**src/rtl/crs_exec_consts.vh**
```
// Constants for the return-stack and control-flow executor
// Assumes inclusion by crs_exec.v only
`ifndef CRS_EXEC_CONSTS_VH
`define CRS_EXEC_CONSTS_VH

// Widths and depths
`define CRS_PC_W 21
`define CRS_SP_W 5
`define CRS_STACK_DEPTH 32

// Register byte offsets
`define CRS_OFF_INSTR 8'h00
`define CRS_OFF_STAT 8'h04
`define CRS_OFF_PC 8'h08
`define CRS_OFF_WREG 8'h0c
`define CRS_OFF_FLAGS 8'h10
`define CRS_OFF_BANK 8'h14
`define CRS_OFF_WSHAD 8'h18
`define CRS_OFF_FSHAD 8'h1c
`define CRS_OFF_BSHAD 8'h20
`define CRS_OFF_INTEN 8'h24
`define CRS_OFF_TOS 8'h28
`define CRS_OFF_SPTR 8'h2c
`define CRS_OFF_LATCH 8'h30

// Field positions
`define CRS_BIT_BUSY 0
`define CRS_BIT_HIGH_PRIO_GLOBAL_INT_EN 0
`define CRS_BIT_LOW_PRIO_GLOBAL_INT_EN 1
`define CRS_BIT_RETLOW 2

// Reset values
`define CRS_RST_PC 21'h000000
`define CRS_RST_BYTE 8'h00
`define CRS_RST_INSTR 16'h0000

// Opcodes
`define CRS_OP_POP 16'h0006
`define CRS_OP_PUSH 16'h0005
`define CRS_OP_RESET 16'h00ff
`define CRS_OP_RCALL5 5'h1b
`define CRS_OP_RETFIE15 15'h0008
`define CRS_OP_RETURN15 15'h0009
`define CRS_OP_RETLW8 8'h0c

// Timing: phases per instruction cycle
`define CRS_PH_Q1 2'h0
`define CRS_PH_Q2 2'h1
`define CRS_PH_Q3 2'h2
`define CRS_PH_Q4 2'h3

// AXI responses
`define CRS_RESP_OKAY 2'h0
`define CRS_RESP_SLVERR 2'h2

`endif

```
**src/rtl/crs_exec.v**
```verilog
// Executor for return-stack and control-flow instructions, AXI4-Lite slave
// Assumes one clock aclk, synchronous active-low aresetn, software feeds opcodes
//
// Operation
// [RL1] The discard opcode drops the top stack entry, leaves flags alone, and is one word.
// [RL2] After a discard the top shows the entry pushed just before the dropped one.
// [RL3] The push opcode pushes PC plus 2 as new top in one cycle without touching flags.
// [RL4] On a push the old top moves one level down, just below the new top.
// [RL5] The relative call pushes PC plus 2 first and takes two cycles, the second idle.
// [RL6] The relative call loads PC with PC plus 2 plus twice its signed 11-bit offset.
// [RL7] The soft reset opcode resets, in the second phase, all state as the master clear does; the AXI channel registers keep their state.
// [RL8] Return from interrupt pops the top into PC, keeps the PC latches, takes two cycles.
// [RL9] Return from interrupt sets either the high or the low global interrupt enable, chosen by ret_sets_low, never both.
// [RL10] With its shadow bit set it restores working, flags and bank select from shadows.
// [RL11] Return with literal loads W with the literal and pops PC in phase four, two cycles.
// [RL12] Return with literal loads PC from the top and leaves the PC high latch alone.
// [RL13] Return from subroutine pops into PC over two cycles, restoring shadows if bit set.
// [RL14] The stack is a LIFO with pointer, push increments, pop decrements, top readable.
// [RL15] The second cycle of each two-cycle opcode is idle and writes no register.
//
// Register access over AXI4-Lite and the register addresses were chosen for this implementation.
`timescale 1ns/1ns
`include "crs_exec_consts.vh"

module crs_exec (
  input wire aclk,
  input wire aresetn,
  input wire [7:0] s_axi_awaddr,
  input wire [2:0] s_axi_awprot,
  input wire s_axi_awvalid,
  output wire s_axi_awready,
  input wire [31:0] s_axi_wdata,
  input wire [3:0] s_axi_wstrb,
  input wire s_axi_wvalid,
  output wire s_axi_wready,
  output reg [1:0] s_axi_bresp,
  output reg s_axi_bvalid,
  input wire s_axi_bready,
  input wire [7:0] s_axi_araddr,
  input wire [2:0] s_axi_arprot,
  input wire s_axi_arvalid,
  output wire s_axi_arready,
  output reg [31:0] s_axi_rdata,
  output reg [1:0] s_axi_rresp,
  output reg s_axi_rvalid,
  input wire s_axi_rready
);

  // Sign-extended doubled call offset
  function [`CRS_PC_W-1:0] call_disp;
    input [10:0] n;
    begin
      call_disp = {{9{n[10]}}, n, 1'b0};
    end
  endfunction

  // Opcodes that take a second, idle cycle
  function is_two_cycle;
    input [15:0] op;
    begin
      is_two_cycle = (op[15:11] == `CRS_OP_RCALL5) ||
                     (op[15:1] == `CRS_OP_RETFIE15) ||
                     (op[15:1] == `CRS_OP_RETURN15) ||
                     (op[15:8] == `CRS_OP_RETLW8);
    end
  endfunction

  // Core state
  reg [15:0] instr;
  reg busy;
  reg [1:0] phase;
  reg second;
  reg [`CRS_PC_W-1:0] pc;
  reg [7:0] working_reg;
  reg [7:0] flags;
  reg [7:0] bank_select_reg;
  reg [7:0] working_reg_shadow;
  reg [7:0] flags_shadow;
  reg [7:0] bank_select_shadow;
  reg high_prio_global_int_en;
  reg low_prio_global_int_en;
  reg ret_sets_low;
  reg [7:0] pc_high_latch;
  reg [7:0] pc_upper_latch;
  reg [`CRS_PC_W-1:0] stack [0:`CRS_STACK_DEPTH-1];
  reg [`CRS_SP_W-1:0] sp;

  // AXI state
  reg aw_have;
  reg w_have;
  reg [7:0] aw_addr;
  reg [31:0] w_data;

  wire op_pop = (instr == `CRS_OP_POP);
  wire op_push = (instr == `CRS_OP_PUSH);
  wire op_reset = (instr == `CRS_OP_RESET);
  wire op_relative_call_op = (instr[15:11] == `CRS_OP_RCALL5);
  wire op_interrupt_return_op = (instr[15:1] == `CRS_OP_RETFIE15);
  wire op_return = (instr[15:1] == `CRS_OP_RETURN15);
  wire op_literal_return_op = (instr[15:8] == `CRS_OP_RETLW8);
  wire op_ret_any = op_interrupt_return_op || op_return || op_literal_return_op;
  wire shadow_sel = instr[0];

  wire first_cyc = busy && !second;
  wire at_q2 = first_cyc && (phase == `CRS_PH_Q2);
  wire at_q4 = first_cyc && (phase == `CRS_PH_Q4);
  wire at_q3b = first_cyc && (phase == `CRS_PH_Q3);

  wire soft_rst = at_q2 && op_reset; // see [RL7]
  wire do_push = at_q2 && (op_push || op_relative_call_op); // see [RL3] see [RL5]
  wire do_pop = (at_q3b && op_pop) || (at_q4 && op_ret_any); // see [RL1] see [RL8]

  wire [`CRS_SP_W-1:0] sp_up = sp + 5'h01;
  wire [`CRS_SP_W-1:0] sp_dn = sp - 5'h01;
  wire [`CRS_PC_W-1:0] pc_plus2 = pc + 21'h000002;
  wire [`CRS_PC_W-1:0] stack_top_value = (sp == 5'h00) ? `CRS_RST_PC : stack[sp]; // see [RL14]

  // Program counter loaded at the fourth phase
  reg [`CRS_PC_W-1:0] next_pc;
  always @* begin
    next_pc = pc_plus2; // see [RL1] see [RL3]
    if (op_ret_any) begin
      next_pc = stack_top_value; // see [RL8] see [RL12] see [RL13]
    end else if (op_relative_call_op) begin
      next_pc = pc_plus2 + call_disp(instr[10:0]); // see [RL6]
    end
  end

  // Write path decode
  wire wr_fire = aw_have && w_have && !s_axi_bvalid;
  wire wr_map = (aw_addr[1:0] == 2'h0) && (aw_addr <= `CRS_OFF_LATCH);
  wire wr_ro = (aw_addr == `CRS_OFF_STAT) || (aw_addr == `CRS_OFF_SPTR);
  wire wr_ok = wr_map && !wr_ro && !busy;
  wire sw_we = wr_fire && wr_ok;
  wire lane0 = s_axi_wstrb[0];
  wire [7:0] wb = w_data[7:0];

  assign s_axi_awready = !aw_have;
  assign s_axi_wready = !w_have;
  assign s_axi_arready = !s_axi_rvalid;

  // Write channel acceptance and response
  always @(posedge aclk) begin
    if (!aresetn) begin
      aw_have <= 1'b0;
      w_have <= 1'b0;
      aw_addr <= 8'h00;
      w_data <= 32'h00000000;
      s_axi_bvalid <= 1'b0;
      s_axi_bresp <= `CRS_RESP_OKAY;
    end else begin
      if (s_axi_awvalid && !aw_have) begin
        aw_have <= 1'b1;
        aw_addr <= s_axi_awaddr;
      end
      if (s_axi_wvalid && !w_have) begin
        w_have <= 1'b1;
        w_data <= s_axi_wdata;
      end
      if (wr_fire) begin
        aw_have <= 1'b0;
        w_have <= 1'b0;
        s_axi_bvalid <= 1'b1;
        s_axi_bresp <= wr_ok ? `CRS_RESP_OKAY : `CRS_RESP_SLVERR;
      end else if (s_axi_bvalid && s_axi_bready) begin
        s_axi_bvalid <= 1'b0;
      end
    end
  end

  // Read mux
  reg [31:0] rd_val;
  reg rd_ok;
  always @* begin
    rd_val = 32'h00000000;
    rd_ok = 1'b1;
    case (s_axi_araddr)
      `CRS_OFF_INSTR: rd_val = {16'h0000, instr};
      `CRS_OFF_STAT: rd_val = {31'h00000000, busy};
      `CRS_OFF_PC: rd_val = {11'h000, pc};
      `CRS_OFF_WREG: rd_val = {24'h000000, working_reg};
      `CRS_OFF_FLAGS: rd_val = {24'h000000, flags};
      `CRS_OFF_BANK: rd_val = {24'h000000, bank_select_reg};
      `CRS_OFF_WSHAD: rd_val = {24'h000000, working_reg_shadow};
      `CRS_OFF_FSHAD: rd_val = {24'h000000, flags_shadow};
      `CRS_OFF_BSHAD: rd_val = {24'h000000, bank_select_shadow};
      `CRS_OFF_INTEN: rd_val = {29'h00000000, ret_sets_low, low_prio_global_int_en,
                                high_prio_global_int_en};
      `CRS_OFF_TOS: rd_val = {11'h000, stack_top_value};
      `CRS_OFF_SPTR: rd_val = {27'h0000000, sp};
      `CRS_OFF_LATCH: rd_val = {16'h0000, pc_upper_latch, pc_high_latch};
      default: rd_ok = 1'b0;
    endcase
  end

  // Read channel
  always @(posedge aclk) begin
    if (!aresetn) begin
      s_axi_rvalid <= 1'b0;
      s_axi_rdata <= 32'h00000000;
      s_axi_rresp <= `CRS_RESP_OKAY;
    end else if (s_axi_arvalid && !s_axi_rvalid) begin
      s_axi_rvalid <= 1'b1;
      s_axi_rdata <= rd_val;
      s_axi_rresp <= rd_ok ? `CRS_RESP_OKAY : `CRS_RESP_SLVERR;
    end else if (s_axi_rvalid && s_axi_rready) begin
      s_axi_rvalid <= 1'b0;
    end
  end

  // Return stack, pointer and storage
  always @(posedge aclk) begin
    if (!aresetn || soft_rst) begin // see [RL7]
      sp <= 5'h00;
    end else if (do_push) begin
      stack[sp_up] <= pc_plus2; // see [RL3] see [RL4] see [RL5]
      sp <= sp_up; // see [RL14]
    end else if (do_pop) begin
      if (sp != 5'h00) begin
        sp <= sp_dn; // see [RL2] see [RL14]
      end
    end else if (sw_we && (aw_addr == `CRS_OFF_TOS) && (sp != 5'h00)) begin
      stack[sp] <= w_data[`CRS_PC_W-1:0];
    end
  end

  // Instruction sequencer and architectural registers
  always @(posedge aclk) begin
    if (!aresetn || soft_rst) begin // see [RL7]
      instr <= `CRS_RST_INSTR;
      busy <= 1'b0;
      phase <= `CRS_PH_Q1;
      second <= 1'b0;
      pc <= `CRS_RST_PC;
      working_reg <= `CRS_RST_BYTE;
      flags <= `CRS_RST_BYTE;
      bank_select_reg <= `CRS_RST_BYTE;
      working_reg_shadow <= `CRS_RST_BYTE;
      flags_shadow <= `CRS_RST_BYTE;
      bank_select_shadow <= `CRS_RST_BYTE;
      high_prio_global_int_en <= 1'b0;
      low_prio_global_int_en <= 1'b0;
      ret_sets_low <= 1'b0;
      pc_high_latch <= `CRS_RST_BYTE;
      pc_upper_latch <= `CRS_RST_BYTE;
    end else if (busy) begin
      phase <= phase + 2'h1;
      if (phase == `CRS_PH_Q4) begin
        if (!second && is_two_cycle(instr)) begin
          second <= 1'b1; // see [RL5] see [RL15]
        end else begin
          busy <= 1'b0;
          second <= 1'b0;
        end
      end
      if (at_q4) begin
        pc <= next_pc; // see [RL6] see [RL8]
        if (op_literal_return_op) begin
          working_reg <= instr[7:0]; // see [RL11]
        end
        if (op_interrupt_return_op) begin
          if (ret_sets_low) begin
            low_prio_global_int_en <= 1'b1; // see [RL9]
          end else begin
            high_prio_global_int_en <= 1'b1; // see [RL9]
          end
        end
        if ((op_interrupt_return_op || op_return) && shadow_sel) begin
          working_reg <= working_reg_shadow; // see [RL10] see [RL13]
          flags <= flags_shadow;
          bank_select_reg <= bank_select_shadow;
        end
      end
    end else if (sw_we) begin
      case (aw_addr)
        `CRS_OFF_INSTR: begin
          instr <= w_data[15:0];
          busy <= 1'b1;
          phase <= `CRS_PH_Q1;
          second <= 1'b0;
        end
        `CRS_OFF_PC: pc <= {w_data[`CRS_PC_W-1:1], 1'b0};
        `CRS_OFF_WREG: begin
          if (lane0) begin
            working_reg <= wb;
          end
        end
        `CRS_OFF_FLAGS: begin
          if (lane0) begin
            flags <= wb;
          end
        end
        `CRS_OFF_BANK: begin
          if (lane0) begin
            bank_select_reg <= wb;
          end
        end
        `CRS_OFF_WSHAD: begin
          if (lane0) begin
            working_reg_shadow <= wb;
          end
        end
        `CRS_OFF_FSHAD: begin
          if (lane0) begin
            flags_shadow <= wb;
          end
        end
        `CRS_OFF_BSHAD: begin
          if (lane0) begin
            bank_select_shadow <= wb;
          end
        end
        `CRS_OFF_INTEN: begin
          if (lane0) begin
            high_prio_global_int_en <= wb[`CRS_BIT_HIGH_PRIO_GLOBAL_INT_EN];
            low_prio_global_int_en <= wb[`CRS_BIT_LOW_PRIO_GLOBAL_INT_EN];
            ret_sets_low <= wb[`CRS_BIT_RETLOW];
          end
        end
        `CRS_OFF_LATCH: begin
          if (lane0) begin
            pc_high_latch <= wb;
          end
          if (s_axi_wstrb[1]) begin
            pc_upper_latch <= w_data[15:8];
          end
        end
        default: begin
        end
      endcase
    end
  end

  wire unused_ok = &{1'b0, s_axi_awprot, s_axi_arprot, s_axi_wstrb[3:2], w_data[31:16]};

endmodule // crs_exec

```
**config.mk**
```make
export PLATFORM = sky130hd
export DESIGN_NAME = crs_exec
export DESIGN_NICKNAME = d
export VERILOG_FILES = /design/src/rtl/crs_exec.v
export VERILOG_INCLUDE_DIRS = /design/src /design/src/rtl
export SDC_FILE = /design/constraint.sdc
export NUM_CORES = 1
export LEC_CHECK = 0
export CORE_MARGIN = 8
export CORE_UTILIZATION = 25
export DETAILED_ROUTE_END_ITERATION = 10
export DONT_BUFFER_PORTS = 1
export PLACE_DENSITY_LB_ADDON = 0.1
export SYNTH_ARGS = -nofsm -noshare
export SYNTH_HDL_FRONTEND = slang
export SYNTH_SLANG_ARGS = --single-unit
```
**constraint.sdc**
```tcl
create_clock -name aclk -period 4.85 [get_ports aclk]
set_clock_uncertainty 0.05 [all_clocks]
set_input_delay 0.97 -clock aclk [delete_from_list [all_inputs] [get_ports aclk]]
set_output_delay 0.97 -clock aclk [all_outputs]
set_load 0.01 [all_outputs]
```
==> qor.txt <==
Buffer cell driving the clock tree root = sky130_fd_sc_hd__clkbuf_16
Min-delay src = s_axi_wvalid
Share of the yosys chip area belonging to registers = 66.0%
Top post-synthesis cells by count = 672 x sky130_fd_sc_hd__edfxtp_1, 241 x sky130_fd_sc_hd__nor2_1, 178 x sky130_fd_sc_hd__mux4_2, 178 x sky130_fd_sc_hd__nand2_1, 174 x sky130_fd_sc_hd__dfxtp_1
Maximum achievable frequency = 242 MHz
Dominant register cell in the synthesized netlist = sky130_fd_sc_hd__edfxtp_1
Cells resized by post-CTS repair = 0
Non-filler cells, final = 4469
Vias per cell = 4.88
Worst-case reg-to-reg path depth = 15
Critical Path Stages = 15
CTS tree = yes
Cell type with the highest aggregate area in the netlist = sky130_fd_sc_hd__edfxtp_1
Largest register FFs = 672
Grt ovf = 0
Unrepaired setup endpoints after global routing = false
Total detailed-routing wirelength = 119000 µm
Crit path arrival time = 4760 ps
Routed Antenna Nets = 0
Number of rows in the core area = 139
Worst slack at placement = 697 ps
Die width = 395 µm
Die Ht = 395 µm
Static power due to leakage = 14.0 nW
Max_slew headroom = 17.9%
Max VDD drop = 0.244 mV
Number of remaining DRC errors = 0
Iteration-0 DRC Markers = 1684
First drt pass iteration count = 5
Ports = 106
Clock H-tree levels = 3
Kind of cell with the highest combined delay on the critical path = simple AND/OR/NAND/NOR gates
Core area = 0.143 mm²
Category of the most critical setup path = reg2reg
Cell Pwr Density = 361 mW/mm²
Maximum fanout along the worst path = 6
Ranking of synthesized cells by area = sky130_fd_sc_hd__edfxtp_1 56%, sky130_fd_sc_hd__mux4_2 11%, sky130_fd_sc_hd__dfxtp_1 9.7%
Number of buffers created by CTS = 98
First-pass GRT wire length = 170000 µm
Slack of the critical path = 710 ps
Sort of element at the end of the critical path = flip-flop
Synthesized area divided by synthesized cell count = 14.9 µm²
Min cycle time layout = 4140 ps
Fraction of layout cells with a size suffix above 1 = 20.7%
Buffers from clock root to sink, at most = 3
Effective utilization at floorplan = 25.1%
Launch point of the worst path = pc[6]
Detail-routed net length per standard cell = 26.6 µm
Count of vias placed by the detailed router = 21800
Clock latency of the later-clocked register in the worst-skew pair = 740 ps
Critical Path Most Common Cell = sky130_fd_sc_hd__o211ai_1
Post-CTS setup repair buffer count = 0
Result of the run = finished clean
Share of the clock period used by the worst path = 85.4%
Longest individual stage delay on the worst path = 490 ps
Type of the most critical hold path = in2reg
Number of port buffers = 0
Clock transition at the register clock pins on the worst setup and hold paths after CTS = 60 ps
Startpoint of the worst register-to-register path = pc[6]
Count of flip-flops with a built-in enable after synthesis = 672
Number of pins exceeding their max-slew limit in the final report = 0
Post-synthesis sequential element count = 846
Placed cell count = 4290
Sort of element at the start of the critical path = flip-flop
Via count of the first global-routing pass = 22600
Async set or reset register ratio after synthesis = 0%
Slowest cell on the critical path = sky130_fd_sc_hd__dfxtp_1
Detailed placer's ending HPWL = 78400 µm
Total number of clock tree sinks = 846
Post-synthesis cell count = 2403
Hold Buf Count CTS = 0
Aggregate negative setup slack = 0 ps
Post-synth top area share = 56.3%
Final setup violation count = 0
Largest net degree at the start of global routing = 106
Number of nets at the end of the flow = 2582
Hold Violations, Final = 0
Critical path, cell by cell = and4_1, nand2_1, nor2_1, nand4_1, xor2_1, inv_1, ha_1, a21oi_1, o211ai_1, a211o_1, o21ai_0, mux2i_1, o211ai_1, or4_1, nand3_1
Distinct cell type count of the synthesized netlist = 80
Total routing usage reported by global routing = 14.8%
Routability congestion estimate from global placement = 0.821
CP Data Required Time = 5470 ps
Post-synthesis cell area = 0.0359 mm²
Top register by number of flip-flops = stack
Diode insertion count for antenna repair = 0
Buffers and inverters on the worst path = 1
Syn. warnings = 0
Actual slew at the worst max-slew pin = 1230 ps
Hold WS = 308 ps
Cell depth of the worst min-delay path = 2
Most frequent cell after synthesis = sky130_fd_sc_hd__edfxtp_1
Synthesis-to-layout area growth = 17.7%
Antenna violations before repair = 3
Count of max-cap constraint violations = 0
Die outline area = 0.156 mm²
[per-layer routing]
metal	track usage [%]	part of all wire [%]	vias to the layer above
met5	0	0	-
met4	4.27	2.4	0
met3	2.51	4.3	176
met2	25.1	49	578
met1	19.5	44	11500
li1	-	-	9550
[cell type report]
cell class	instances	area (µm²)
Multi-Input combinational cell	1398	11900
Clock buffer	122	2560
Timing Repair Buffer	119	1070
Sequential cell	846	23700
Fill cell	14300	101000
Clock inverter	57	567
Tap cell	1903	2380
Inverter	24	90.1
[report_power, final]
part,switching [mW],internal [mW]
clock network,3.15,4.10
registers,0.0476,7.75
logic,0.129,0.0541
[kinds of logic (layout without fill, tap and decap cells)]
| group | after synthesis | in the layout | synth area share, % |
|---|---|---|---|
| buffers and inverters | 171 | 322 | 2.15 |
| DFF | 846 | 846 | 66.0 |
| AOI/OAI and AO/OA | 400 | 400 | 7.70 |
| adders and majority gates | 30 | 30 | 1.07 |
| and+or+nand+nor | 644 | 644 | 8.31 |
| other | 1 | 13 | 0.0105 |
| xor gates and xnor gates | 31 | 31 | 0.757 |
| muxes | 280 | 280 | 14.0 |
[final timing paths]
| path | endpoint | slack, ps |
|---|---|---|
| max | pc[20] | 710 |
| min | w_have | 310 |
| max reg2reg | pc[20] | 710 |
| min reg2reg | flags[6] | 450 |
[cells in the final DEF, fill, tap and decap left out, drive strengths merged, types with 6 or more instances in the layout]
master | synthesis | layout
clkinv | 0 | 44
nor4 | 7 | 7
nand4 | 20 | 20
edfxtp | 672 | 672
nand3 | 46 | 46
conb | 1 | 13
a21boi | 23 | 23
clkbuf | 88 | 122
mux4 | 178 | 178
ha | 29 | 29
bufinv | 0 | 6
xor2 | 15 | 15
nor2 | 242 | 242
xnor2 | 16 | 16
mux2 | 7 | 7
a221oi | 30 | 30
and3 | 17 | 17
or3 | 8 | 8
inv | 24 | 29
o211ai | 10 | 10
a211oi | 29 | 29
dfxtp | 174 | 174
nor3 | 36 | 36
mux2i | 95 | 95
o22ai | 7 | 7
a31oi | 17 | 17
nand2b | 10 | 10
nor4b | 6 | 6
o21ai | 66 | 66
and2 | 13 | 13
nand2 | 180 | 180
nor2b | 33 | 33
a21o | 7 | 7
a21oi | 106 | 106
a22oi | 29 | 29
a22o | 31 | 31
a41oi | 8 | 8
buf | 59 | 119
[through the flow]
| stage | power, mW | area (µm²) | util, % |
|---|---|---|---|
| 4_1_cts | 15.5 | 42200 | 29.5 |
| 3_5_place_dp | 8.13 | 39100 | 27.3 |
| 6_report | 15.2 | 42200 | 29.5 |
| 2_1_floorplan | 8.06 | 35900 | - |
| 5_1_grt | 15.8 | 42200 | 29.5 |
| 3_3_place_gp | 8.13 | 39100 | 27.3 |
(Power assumes the default switching activity.)
